===== src/spwm_load.sv =====
`timescale 1ns/1ps
module spwm_load (
	input  wire logic   clk_sys_i,
	input  wire logic   pin_a_i,
	input  wire logic   pin_a_oe_n_i,
	input  wire logic   pin_b_i,
	input  wire logic   pin_b_oe_n_i,
	output logic        level_o,
	output logic [15:0] hi_o,
	output logic [15:0] per_o,
	output logic [15:0] rises_o
);
	logic        last = 1'b0;
	logic [15:0] hcnt = 16'h0000;
	logic [15:0] pcnt = 16'h0000;
	logic [15:0] nr   = 16'h0000;
	logic        up;

	// The load pulls the wire down when no position drives it
	assign level_o = (!pin_a_oe_n_i && pin_a_i) || (!pin_b_oe_n_i && pin_b_i);
	assign up = level_o && !last;
	assign rises_o = nr;

	// Each rising edge closes a period: keep its length and high time
	always @(posedge clk_sys_i) begin
		last <= level_o;
		pcnt <= up ? 16'h0001 : pcnt + 16'h0001;
		hcnt <= up ? 16'h0001 : hcnt + 16'(level_o);
		if (up) begin
			per_o <= pcnt;
			hi_o <= hcnt;
			nr <= nr + 16'h0001;
		end
	end
endmodule


===== config.mk =====
export PLATFORM = sky130hd
export DESIGN_NAME = spwm_load
export DESIGN_NICKNAME = d
export VERILOG_FILES = /design/src/spwm_load.sv
export SDC_FILE = /design/constraint.sdc
export NUM_CORES = 1
export LEC_CHECK = 0
export CAP_MARGIN = 20
export CELL_PAD_IN_SITES_DETAIL_PLACEMENT = 0
export CELL_PAD_IN_SITES_GLOBAL_PLACEMENT = 1
export CORE_UTILIZATION = 45
export CTS_CLUSTER_SIZE = 14
export DETAILED_ROUTE_END_ITERATION = 16
export DONT_BUFFER_PORTS = 1
export PLACE_DENSITY = 0.8
export SYNTH_ARGS = -nofsm -noshare
export SYNTH_HDL_FRONTEND = slang
export SYNTH_SLANG_ARGS = --single-unit

===== constraint.sdc =====
create_clock -name clk_sys_i -period 2.9 [get_ports clk_sys_i]
set_clock_uncertainty 0.2 [all_clocks]
set_input_delay 0 -clock clk_sys_i [delete_from_list [all_inputs] [get_ports clk_sys_i]]
set_output_delay 0 -clock clk_sys_i [all_outputs]
set_load 0.01 [all_outputs]

Word level (Yosys, flattened, before mapping):

Cells that the tools add are included.

* $add $sub $neg: 3
* reductions and logical operators: 7

Operator list (number)
* adder 16 x 1 -> 16 bit, second input constant: 2
* adder 16 x 1 -> 16 bit: 1
* logical AND 1 bit: 3
* zero test 1 bit: 3
* logical OR 1 bit: 1

* output and inout port bits: 49
* input port bits: 5
* word-level logic and storage cells: 16
* flip-flop bits (word level): 81

Depth between registers and ports, before layout:

Gate-level depths: netlist of run 1.

* word-level depth: 4
* depth in mapped cells: 7
* mapped depth without buffers: 7

Least setup slack after synthesis of run 1:

OpenSTA, ideal clock, no wires.

* kind: flip-flop to flip-flop
* from: register last
* to: register hi_o[0], enable pin
* setup time: 0.431 ns
* path buffers: 1
* clock period less this slack: 2.757 ns
* arrival time: 2.125 ns
* setup slack: 0.143 ns
* required time: 2.269 ns
* cell stages (with the launch flop): 3
* cell sequence: dfxtp_1 > a21oi_1 > clkbuf_1

* word-level cells in the longest chain between the ends: 2

RTL lines
* from (decl): RTL line 13 `logic last = 1'b0;`
* from (signal assigned): RTL line 26 `last <= level_o;`
* zero test 1 bit: RTL line 21 `assign up = level_o && !last;`
* logical AND 1 bit: RTL line 21
* net up: RTL line 17 `logic up;`
* to (signal assigned): RTL line 31 `hi_o <= hcnt;`
* to (decl): RTL line 9 `output logic [15:0] hi_o,`

The timed path passes the listed nets, and every way through them passes these cells.
A chain may end at the register's enable or synchronous reset.

Worst setup path after layout of run 1:

* from: input port pin_b_i
* to: register hcnt[10]

* word-level cells in the longest chain between the ends: 3
* elaborated cells on any way between the ends: 4
* classes of those cells: add/sub: 1; reduce/logical: 3

RTL lines
* from (decl): RTL line 6 `input wire logic pin_b_i,`
* logical AND 1 bit (*): RTL line 20 `assign level_o = (!pin_a_oe_n_i && pin_a_i) || (!pin_b_oe_n_i && pin_b_i);`
* logical OR 1 bit (*): RTL line 20
* net level_o: RTL line 8 `output logic level_o,`
* adder 16 x 1 -> 16 bit / logical AND 1 bit (equally long branches): RTL line 28, 21
* to (signal assigned): RTL line 28 `hcnt <= up ? 16'h0001 : hcnt + 16'(level_o);`
* to (decl): RTL line 14 `logic [15:0] hcnt = 16'h0000;`

The timed path passes the listed nets; every way through them passes the cells marked *.

==> metrics.log, run 1 <==
[metrics] kind of launch point of the worst setup path: primary input
[metrics] worst hold path stage count: 4
[metrics] average instance area after synthesis: 12.7 µm²
[metrics] Max Cap Violations: 0
[metrics] max_slew headroom: 0.699
[metrics] summed instance area of the synthesized netlist: 3110 µm²
[metrics] most common flop cell mapped by yosys: sky130_fd_sc_hd__edfxtp_1
[metrics] CTS tree: yes
[metrics] area inside the core boundary: 6490 µm²
[metrics] Setup crit start: pin_b_i
[metrics] drt drc: 0
[metrics] sum of net half-perimeters after detailed placement: 3020 µm
[metrics] largest buffer count on any clock path: 2
[metrics] die extent in x: 85.2 µm
[metrics] synthesis-to-layout area growth: 12.1%
[metrics] Final ANT Viol Nets: 0
[metrics] count of standard-cell rows: 29
[metrics] Hold Fails Final Rpt: 0
[metrics] Yosys Warn Count: 0
[metrics] share of the synthesized area in the top cell type: 0.463
[metrics] routed wire length per instance: 13.7 µm
[metrics] clk slew on worst S/H paths: 70 ps
[metrics] FF-to-FF Start: rises_o[2]
[metrics] maximum VDD drop: 0.405 mV
[metrics] Final min period: 2440 ps
[metrics] leakage power total: 1.16 nW
[metrics] H-tree depth reported by CTS: 3
[metrics] total via count in the routed design: 1,788
[metrics] overall overflow remaining after global route: 0
[metrics] cell type with the largest total area after synthesis: sky130_fd_sc_hd__edfxtp_1
[metrics] final core area utilization: 0.537
[metrics] I/O pins: 54
[metrics] final clock period utilization by the worst path: 0.842
[metrics] drt via density: 5.21
[metrics] final-report setup violation count: 0
[metrics] number of flops mapped to enable cells by yosys: 48
[metrics] number of search-and-repair iterations in the first detailed-routing pass: 4
[metrics] TritonCTS Sinks: 81
[metrics] maximum achievable frequency: 409 MHz
[metrics] clock latency of the later-clocked register in the worst-skew pair: 330 ps
[metrics] share of async-settable or async-resettable flops after synthesis: 0
[metrics] initial cell density of the core: 0.479
[metrics] overall die height: 85.2 µm
[metrics] aggregate negative setup slack: 0 ps
[metrics] first-pass GRT wire length: 7510 µm
[metrics] area of combinational cells with multiple inputs: 988 µm²
[metrics] number of flip-flops and latches in the synthesized netlist: 81
[metrics] worst hold slack across all endpoints: 24.7 ps
[metrics] RSZ-0062 raised after global routing: no
[metrics] initial drt markers: 74
[metrics] Post-DP Area: 3240 µm²
[metrics] Antenna diodes: 0
[metrics] run status: finished clean
[metrics] Syn Nets: 255
[metrics] CP Class: in2reg
[metrics] antenna violations before repair: 0
[metrics] most instantiated library cell after synthesis: sky130_fd_sc_hd__edfxtp_1
[metrics] Slew Limit Fails: 0
[metrics] synth top area cells: sky130_fd_sc_hd__edfxtp_1, sky130_fd_sc_hd__dfxtp_1, sky130_fd_sc_hd__xnor2_1
[metrics] power density relative to cell area: 700 nW/µm²
[metrics] Overall Global Routing Usage: 0.137
[metrics] Sequential Area: 2100 µm²
[metrics] drt total wl: 4710 µm
[metrics] clock buffers created by TritonCTS: 9
[metrics] required time at the endpoint of the critical path: 2920 ps
[metrics] distinct cell type count of the synthesized netlist: 26
[metrics] number of instances in the synthesized netlist: 246
[metrics] critical path endpoint category: flop
[metrics] kind of path behind the tightest hold check: in2reg
[metrics] critical-path maximum fanout: 7
[metrics] global placer's final weighted congestion: 0.763
[metrics] Worst Max-Slew Pin Slew: 450 ps
[metrics] fillcell total: 563
[metrics] list of most frequent post-synthesis cells: sky130_fd_sc_hd__edfxtp_1, sky130_fd_sc_hd__dfxtp_1, sky130_fd_sc_hd__nor2_1
[metrics] Post-Layout Inst Area: 3490 µm²
[metrics] number of cells on the worst reg-to-reg path: 4
[metrics] area enclosed by the die boundary: 7250 µm²
[metrics] Final Power: 2.44 mW
[metrics] Crit path arrival time: 2460 ps
[metrics] maximum number of pins on one net before global-route repair: 41
[metrics] number of global-route vias before repair: 1,550
[metrics] number of nets in the layout: 270
[metrics] hold_sp: pin_a_oe_n_i
[metrics] number of port buffers: 0
[metrics] sequential area share after synthesis: 0.675
[metrics] clock root buffer: sky130_fd_sc_hd__clkbuf_8
[metrics] share of post-route cells with drive strength above 1: 0.0827
==> where the power goes <==
group          total (mW)  internal, mW  switching [mW]
clock network       0.836         0.481           0.356
logic               0.161        0.0735          0.0879
registers            1.45          1.33           0.117
==> layout by cell type (no fill, tap or decap), drive strengths merged <==
master	Yosys	layout
o21ai	3	3
buf	0	2
xor2	12	12
and4	1	1
nand3	17	17
ha	4	4
clkinv	0	2
nand2b	4	4
or2	1	1
nor2b	2	2
dlygate4sd3	0	5
nor4	10	10
edfxtp	48	48
xnor2	27	27
inv	6	6
dfxtp	33	33
bufinv	0	2
a21oi	4	4
nand4	9	9
clkbuf	3	12
nor2	32	32
or4	1	1
nand2	14	14
and3	1	1
mux2	1	1
or3	3	3
nor3	10	10
==> per-stage QoR <==
stage / worst slack, ps / cells
floorplan: 143 / 246
global placement: 896 / 322
finish: 458 / 343
global route: 245 / 343
CTS: 462 / 343
detailed placement: 879 / 322
==> flip-flops by register name (all words and copies together) (netlist names) <==
signal	flops
hi_o	16
per_o	16
rises_o	16
last	1
hcnt	16
pcnt	16
==> critical path, stage by stage <==
cell                            delay [ps]
sky130_fd_sc_hd__dlygate4sd3_1         520
sky130_fd_sc_hd__nand2b_1               50
sky130_fd_sc_hd__dlygate4sd3_1         600
sky130_fd_sc_hd__nand2_1               190
sky130_fd_sc_hd__ha_1                  280
sky130_fd_sc_hd__nand3_1               280
sky130_fd_sc_hd__nor4_1                320
sky130_fd_sc_hd__xnor2_1               160
sky130_fd_sc_hd__nor2_1                 60
==> area by class of cell <==
type / count / area share
well taps: 77 / 0.0276
repair buffers: 7 / 0.0222
clock inverters: 4 / 0.0194
clock buffers: 12 / 0.0387
inverters: 6 / 0.00645
flip-flops and latches: 81 / 0.602
multi-input cells: 156 / 0.283
==> per-layer routing <==
layer	GRT usage	part of all wire	up-vias
met5	0	0	-
met3	0.0584	0.062	8
li1	-	-	903
met4	0.0693	0.017	0
met1	0.177	0.49	824
met2	0.196	0.43	53
==> final timing paths <==
check | to | slack [ps]
max | hcnt[10] | 460
min | hcnt[0] | 20
min reg2reg | per_o[15] | 250
max reg2reg | rises_o[15] | 880
==> cell families after synthesis <==
group           Yosys count  synth area share
mux                       1           0.00362
flops                    81             0.675
compound gates            7            0.0113
fa+ha+maj                 4            0.0161
buf+inv                   9            0.0109
xor+xnor                 39             0.112
simple gates            105             0.171
==> what timing repair did <==
action | in CTS | in global routing
setup buffers | 0 | 0
resized for setup | 0 | 0
hold buffers | 5 | 0
endpoints found under the hold margin | 14 | 0
Power figures use the tool's default switching activity.
==> run 2: changes to the inputs <==
Settings changed: ABC_AREA set to 1, CORE_UTILIZATION 45 to 48, PLACE_DENSITY 0.8 to 0.84.
Clock period 2.9 ns to 2.5 ns, I/O delays scaled along.
==> run 2 against run 1 <==
Effect of this change:
- the flow now finishes with violations (negative hold slack)
- critical path type unchanged
- critical endpoint is now hcnt[8]
- sequential power increased by 14%
- cell count increased by 38%
- power increased by 16%
- wire length up 28%
- register-to-register slack worse by 150 ps
- flip-flop and latch count unchanged
==> metrics.log, run 2 <==
[metrics] initial drt markers: 101 (+36%)
[metrics] worst hold path stage count: 3 (-1)
[metrics] kind of launch point of the worst setup path: primary input
[metrics] cell type with the largest total area after synthesis: sky130_fd_sc_hd__edfxtp_1
[metrics] aggregate negative setup slack: 0 ps (unchanged)
[metrics] drt drc: 0 (unchanged)
[metrics] number of flops mapped to enable cells by yosys: 48 (unchanged)
[metrics] CP Class: in2reg
[metrics] Antenna diodes: 0 (unchanged)
[metrics] global placer's final weighted congestion: 0.813 (+6.6%)
[metrics] Yosys Warn Count: 0 (unchanged)
[metrics] combinational cell fraction of total power: 0.079 (+0.013)
[metrics] list of most frequent post-synthesis cells: sky130_fd_sc_hd__nand2_1, sky130_fd_sc_hd__nor2_1, sky130_fd_sc_hd__edfxtp_1
[metrics] number of global-route vias before repair: 2,078 (+34%)
[metrics] area enclosed by the die boundary: 7430 µm² (+2.4%)
[metrics] Clock Power Share: 0.337 (-0.005)
[metrics] clock buffers created by TritonCTS: 9 (unchanged)
[metrics] summed instance area of the synthesized netlist: 3400 µm² (+9.3%)
[metrics] final clock period utilization by the worst path: 0.793
[metrics] number of port buffers: 0 (unchanged)
[metrics] overall overflow remaining after global route: 0 (unchanged)
[metrics] Worst Max-Slew Pin Slew: 452 ps (+1.46 ps)
[metrics] largest buffer count on any clock path: 2 (unchanged)
[metrics] most common cell after layout, fill and taps aside: sky130_fd_sc_hd__nand2_1
[metrics] Slew Limit Fails: 0 (unchanged)
[metrics] leakage power total: 1.58 nW (+36%)
[metrics] routed wire length per instance: 12.7 µm (-7.6%)
[metrics] required time at the endpoint of the critical path: 2580 ps (-340 ps)
[metrics] setup slack of the worst register-to-register path: 730 ps (-150 ps)
[metrics] fillcell total: 617 (+9.6%)
[metrics] most frequent cells in the layout: sky130_fd_sc_hd__nand2_1, sky130_fd_sc_hd__nor2_1, sky130_fd_sc_hd__edfxtp_1, sky130_fd_sc_hd__inv_1, sky130_fd_sc_hd__dfxtp_1
[metrics] synth top area cells: sky130_fd_sc_hd__edfxtp_1, sky130_fd_sc_hd__dfxtp_1, sky130_fd_sc_hd__nand2_1
[metrics] Final ANT Viol Nets: 0 (unchanged)
[metrics] maximum number of pins on one net before global-route repair: 32 (-22%)
[metrics] first-pass GRT wire length: 10000 µm (+33%)
[metrics] sum of net half-perimeters after detailed placement: 4160 µm (+38%)
[metrics] H-tree depth reported by CTS: 3 (unchanged)
[metrics] sequential fraction of design power: 0.584 (-0.008)
[metrics] power density relative to cell area: 752 nW/µm² (+7.3%)
[metrics] worst hold slack across all endpoints: -4.42 ps (-29.1 ps)
[metrics] share of the synthesized area in the top cell type: 0.424 (-0.0393)
[metrics] I/O pins: 54 (unchanged)
[metrics] distinct cell type count of the synthesized netlist: 25 (-3.8%)
[metrics] number of flip-flops and latches in the synthesized netlist: 81 (unchanged)
[metrics] clk slew on worst S/H paths: 80 ps (about the same)
[metrics] Crit path arrival time: 2060 ps (-400 ps)
[metrics] clock latency of the later-clocked register in the worst-skew pair: 340 ps (about the same)
[metrics] total via count in the routed design: 2,274 (+27%)
[metrics] TritonCTS Sinks: 81 (unchanged)
[metrics] synthesis-to-layout area growth: 11.0%
[metrics] drt total wl: 6030 µm (+28%)
[metrics] kind of path behind the tightest hold check: in2reg
[metrics] count of standard-cell rows: 30 (+3.4%)
[metrics] CTS tree: yes
[metrics] Syn Nets: 369 (+45%)
[metrics] max_slew headroom: 0.699 (-0.000746)
[metrics] critical-path maximum fanout: 4 (-3)
[metrics] Max Cap Violations: 0 (unchanged)
[metrics] internal power contribution: 2.12 mW (+12%)
[metrics] clock root buffer: sky130_fd_sc_hd__clkbuf_8
[metrics] maximum achievable frequency: 505 MHz
[metrics] RSZ-0062 raised after global routing: no
[metrics] most common flop cell mapped by yosys: sky130_fd_sc_hd__edfxtp_1
[metrics] switch share: 0.255 (+0.0254)
[metrics] drt via density: 4.79 (-8.2%)
[metrics] Final Power: 2.84 mW (+16%)
[metrics] overall die height: 86.2 µm (+1.2%)
[metrics] timing endpoint of the critical path: hcnt[8]
[metrics] sequential area share after synthesis: 0.618 (-0.0574)
[metrics] NetSw: 0.723 mW (+29%)
[metrics] share of post-route cells with drive strength above 1: 0.0897 (+0.00700)
[metrics] area inside the core boundary: 6830 µm² (+5.2%)
[metrics] violations in the final reports: negative hold slack
[metrics] antenna violations before repair: 0 (unchanged)
[metrics] die extent in x: 86.2 µm (+1.2%)
[metrics] critical path endpoint category: flop
[metrics] final-report setup violation count: 0 (unchanged)
[metrics] FF-to-FF Start: rises_o[0]
[metrics] Overall Global Routing Usage: 0.179 (+0.0423)
[metrics] maximum VDD drop: 0.297 mV (-27%)
[metrics] Reg2Reg Capture Point: rises_o[10]
[metrics] number of instances in the synthesized netlist: 360 (+46%)
[metrics] share of async-settable or async-resettable flops after synthesis: 0 (unchanged)
[metrics] Setup crit start: pin_a_oe_n_i
[metrics] number of cells on the worst reg-to-reg path: 5 (+1)
[metrics] run status: finished with violations
[metrics] Final min period: 1980 ps
[metrics] Hold Fails Final Rpt: 1 (+1)
[metrics] number of search-and-repair iterations in the first detailed-routing pass: 4 (unchanged)
[metrics] most instantiated library cell after synthesis: sky130_fd_sc_hd__nand2_1
[metrics] number of nets in the layout: 383 (+42%)
[metrics] initial cell density of the core: 0.498 (+0.0187)
[metrics] average instance area after synthesis: 9.45 µm² (-25%)
## run 2: cell types whose count changed after synthesis, sizes merged, moves of 4 or more
cell / before / now
nand2: 14 / 94
inv: 6 / 46
nor2: 32 / 67
xnor2: 27 / 7
nor4: 10 / 0
nor3: 10 / 5
o21bai: 0 / 5
a21oi: 4 / 8
nand2b: 4 / 0
nand4: 9 / 5
## run 2: logic make-up (layout without fill, tap and decap cells)
group | after synthesis | after routing | synth area share
AO/OA/AOI/OAI | 17 | 17 | 0.0324
adder cells (fa/ha/maj) | 4 | 4 | 0.0147
XOR/XNOR | 16 | 16 | 0.0412
flip-flops | 81 | 81 | 0.618
AND/OR/NAND/NOR | 193 | 193 | 0.238
buffers and inverters | 49 | 68 | 0.0559
## run 2: worst min path at each step
stage / start / to / slack [ps]
floorplan: pin_b_oe_n_i / level_o / -120
global placement: pin_b_oe_n_i / level_o / -100
detailed placement: pin_b_oe_n_i / level_o / -90
CTS: pin_b_i / pcnt[0] / 20
global route: pin_b_i / last / 8
finish: pin_b_i / last / -4
## run 2: final cells by class
type                    instances  area, µm²  area share
clock inverters                 6       67.6      0.0179
flip-flops and latches         81       2100       0.556
inverters                      46        173      0.0457
clock buffers                  10        138      0.0364
repair buffers                  6       67.6      0.0179
well taps                      96        120      0.0318
multi-input cells             230       1110       0.294
## run 2: metrics by stage
stage / area [µm²] / worst slack (ps) / std cells / util
6_report: 3780 / 519 / 475 / 0.553
3_3_place_gp: 3540 / 800 / 456 / 0.518
4_1_cts: 3770 / 168 / 475 / 0.553
5_1_grt: 3780 / 320 / 475 / 0.553
3_5_place_dp: 3540 / 733 / 456 / 0.518
2_1_floorplan: 3400 / 708 / 360 / -
## run 2: critical path, stage by stage
cell and delay [ps]:
sky130_fd_sc_hd__dlygate4sd3_1 560, sky130_fd_sc_hd__o22ai_2 200, sky130_fd_sc_hd__dlymetal6s4s_1 350, sky130_fd_sc_hd__ha_1 260
sky130_fd_sc_hd__nand2_2 110, sky130_fd_sc_hd__nor2_2 180, sky130_fd_sc_hd__nand2_2 80, sky130_fd_sc_hd__or2_0 220
sky130_fd_sc_hd__a21oi_2 110
## run 2: timing repair
action | in CTS | in global routing
hold buffers | 3 | 0
setup endpoints to repair | 0 | 2
resized for setup | 0 | 1
buffers inserted | 0 | 0
endpoints found under the hold margin | 4 | 0
## run 2: power by group through the flow
stage / Sequential (mW) / Clock, mW / Combinational [mW]
floorplan: 1.66 / 0 / 0.180
global placement: 1.68 / 0 / 0.216
detailed placement: 1.69 / 0 / 0.223
CTS: 1.66 / 0.985 / 0.230
global route: 1.68 / 1.04 / 0.265
finish: 1.66 / 0.957 / 0.225
## run 2: metal layers
metal	up-vias	GRT usage	share of wire
met5	-	0	0
met4	0	0.0818	0.018
met3	10	0.0543	0.055
met2	50	0.279	0.45
met1	1035	0.230	0.48
li1	1179	-	-
==> run 3: changes to the inputs <==
Settings changed: CORE_UTILIZATION 48 to 43, PLACE_DENSITY 0.84 to 0.8.
Clock period 2.5 ns to 1.7 ns, I/O delays scaled along.
==> run 3 against run 2 <==
Effect of this change:
- setup slack got worse by 460 ps
- power increased by 52%
- final area increased by 3.2%
- wire length increased by 0.88%
- global-route usage decreased by 2.4 points
- critical path depth decreased by 3
- the flow still finishes with violations (negative hold slack)
- cell count increased by 3.4%
- largest power group unchanged
- die area increased by 11%
- non-clock buffer count increased by 10
- via count increased by 1.9%
- critical endpoint is now hcnt[1]
==> metrics.log, run 3 (synthesized netlist as in run 2, its figures left out) <==
[metrics] TritonCTS Sinks: 81 (unchanged)
[metrics] Overall Global Routing Usage: 0.155 (-0.0238)
[metrics] total via count in the routed design: 2,317 (+1.9%)
[metrics] Slew Limit Fails: 0 (unchanged)
[metrics] number of port buffers: 0 (unchanged)
[metrics] Reg2Reg Capture Point: rises_o[8]
[metrics] critical path endpoint category: flop
[metrics] Hold Fails Final Rpt: 1 (unchanged)
[metrics] number of nets in the layout: 393 (+2.6%)
[metrics] clock latency of the later-clocked register in the worst-skew pair: 350 ps (about the same)
[metrics] Crit path arrival time: 1720 ps (-340 ps)
[metrics] worst hold slack across all endpoints: -90.2 ps (-85.8 ps)
[metrics] RSZ-0062 raised after global routing: yes
[metrics] most frequent cells in the layout: sky130_fd_sc_hd__nand2_1, sky130_fd_sc_hd__nor2_1, sky130_fd_sc_hd__edfxtp_1, sky130_fd_sc_hd__inv_1, sky130_fd_sc_hd__dfxtp_1
[metrics] leakage power total: 1.63 nW (+3.3%)
[metrics] max_slew headroom: 0.748 (+0.0495)
[metrics] kind of launch point of the worst setup path: primary input
[metrics] global placer's final weighted congestion: 0.820 (+0.89%)
[metrics] kind of path behind the tightest hold check: in2reg
[metrics] Max Cap Violations: 0 (unchanged)
[metrics] fillcell total: 729 (+18%)
[metrics] worst hold path stage count: 3 (unchanged)
[metrics] initial cell density of the core: 0.443 (-0.0554)
[metrics] hold-critical path endpoint: hcnt[0]
[metrics] largest buffer count on any clock path: 2 (unchanged)
[metrics] setup slack of the worst register-to-register path: 100 ps (-630 ps)
[metrics] sum of net half-perimeters after detailed placement: 4070 µm (-2.1%)
[metrics] M2 GR Usage: 0.228 (-0.0513)
[metrics] overall die height: 90.9 µm (+5.5%)
[metrics] met1 track demand over resource: 0.211 (-0.0194)
[metrics] FF-to-FF Start: rises_o[0]
[metrics] maximum VDD drop: 0.513 mV (+73%)
[metrics] final clock period utilization by the worst path: 0.966
[metrics] power density relative to cell area: 1110 nW/µm² (+48%)
[metrics] required time at the endpoint of the critical path: 1780 ps (-800 ps)
[metrics] clk slew on worst S/H paths: 80 ps (about the same)
[metrics] clock buffers created by TritonCTS: 9 (unchanged)
[metrics] final-report setup violation count: 0 (unchanged)
[metrics] count of standard-cell rows: 32 (+6.7%)
[metrics] maximum number of pins on one net before global-route repair: 50 (+56%)
[metrics] met3 routing resource usage after global routing: 0.0536 (-0.000684)
[metrics] antenna violations before repair: 0 (unchanged)
[metrics] crit path cell chain: dlygate4sd3_1, o22ai_4, ha_1, dlygate4sd3_1, nor2_1, nor3_1
[metrics] Largest stage delay, worst path: 580 ps (+20 ps)
[metrics] critical-path maximum fanout: 4 (unchanged)
[metrics] most common cell after layout, fill and taps aside: sky130_fd_sc_hd__nand2_1
[metrics] cell mode on critical path: sky130_fd_sc_hd__dlygate4sd3_1
[metrics] number of search-and-repair iterations in the first detailed-routing pass: 4 (unchanged)
[metrics] run status: finished with violations
[metrics] violations in the final reports: negative hold slack
[metrics] drt drc: 0 (unchanged)
[metrics] routed wire length per instance: 12.4 µm (-2.4%)
[metrics] drt via density: 4.72 (-1.4%)
[metrics] number of global-route vias before repair: 2,081 (+0.14%)
[metrics] H-tree depth reported by CTS: 3 (unchanged)
[metrics] first-pass GRT wire length: 9990 µm (about the same)
[metrics] area enclosed by the die boundary: 8270 µm² (+11%)
[metrics] Worst Max-Slew Pin Slew: 377 ps (-75.0 ps)
[metrics] number of cells on the worst reg-to-reg path: 6 (+1)
[metrics] maximum achievable frequency: 609 MHz
[metrics] I/O pins: 54 (unchanged)
[metrics] Final ANT Viol Nets: 0 (unchanged)
[metrics] area inside the core boundary: 7690 µm² (+13%)
[metrics] most used routing layer in global routing: met2
[metrics] CP Class: in2reg
[metrics] synthesis-to-layout area growth: 14.6%
[metrics] hold_sp: pin_a_oe_n_i
[metrics] overall overflow remaining after global route: 0 (unchanged)
[metrics] clock root buffer: sky130_fd_sc_hd__clkbuf_8
[metrics] cell at the slowest stage of the critical path: sky130_fd_sc_hd__dlygate4sd3_1
[metrics] final core area utilization: 0.507 (-0.0459)
[metrics] Antenna diodes: 0 (unchanged)
[metrics] Final min period: 1640 ps
[metrics] Final Power: 4.33 mW (+52%)
[metrics] share of post-route cells with drive strength above 1: 0.123 (+0.0337)
[metrics] CTS tree: yes
[metrics] drt total wl: 6080 µm (+0.88%)
[metrics] initial drt markers: 76 (-25%)
[metrics] die extent in x: 90.9 µm (+5.5%)
==> run 3: changes by cell type in the layout (fill, tap and decap cells not counted), sizes merged <==
cell and delta:
buf +10, bufinv +1, clkinvlp -1, dlygate4sd3 +1, dlymetal6s4s -1
==> run 3: cell type report <==
class	instances	area, µm²	area share
clock buffer	10	138	0.0353
clock inverter	6	81.3	0.0209
inverter	46	173	0.0443
multi-input combinational	230	1130	0.291
sequential	81	2100	0.540
tap	102	128	0.0327
timing repair buffer	16	140	0.0360
==> run 3: timing repair <==
action / in CTS / in global routing
gates resized for setup: 0 / 7
setup buffers: 0 / 2
setup endpoints to repair: 0 / 9
endpoints found under the hold margin: 3 / 2
hold buffers: 2 / 1
==> run 3: per-layer routing <==
layer  vias up  part of all wire  wire length, µm
met5         -                 0                0
met2        57              0.43             2630
li1       1197                 -                -
met3         8             0.066              404
met4         0             0.014               87
met1      1055              0.49             2960
==> run 3: worst max-delay path by stage <==
stage,startpoint,endpoint,slack [ps]
after global placement,rises_o[0],rises_o[10],90
final,pin_b_oe_n_i,hcnt[1],60
after detailed placement,rises_o[1],rises_o[10],60
after floorplan,rises_o[0],rises_o[10],70
after CTS,pin_b_oe_n_i,hcnt[1],40
after global routing,pin_b_oe_n_i,hcnt[1],-20
==> run 3: critical path, delay by kind of cell <==
kind / cells / cell delay (ps)
AOI/OAI and AO/OA: 1 / 200
adders and majority gates: 1 / 200
and+or+nand+nor: 2 / 190
buffers and inverters: 2 / 1130
==> run 3: metrics by stage <==
stage | setup slack (ps) | instances | setup TNS (ps) | area (µm²)
after global routing | -16.6 | 491 | -32.4 | 3900
after global placement | 90.6 | 470 | 0 | 3610
after floorplan | 66.4 | 360 | 0 | 3400
after detailed placement | 59.2 | 470 | 0 | 3610
after CTS | 39.3 | 488 | 0 | 3850
final | 58.6 | 491 | 0 | 3900
==> run 3: power breakdown <==
group          total [mW]  switching (mW)  internal [mW]
Sequential           2.43           0.168           2.26
Combinational       0.374           0.219          0.154
Clock                1.53           0.669          0.857
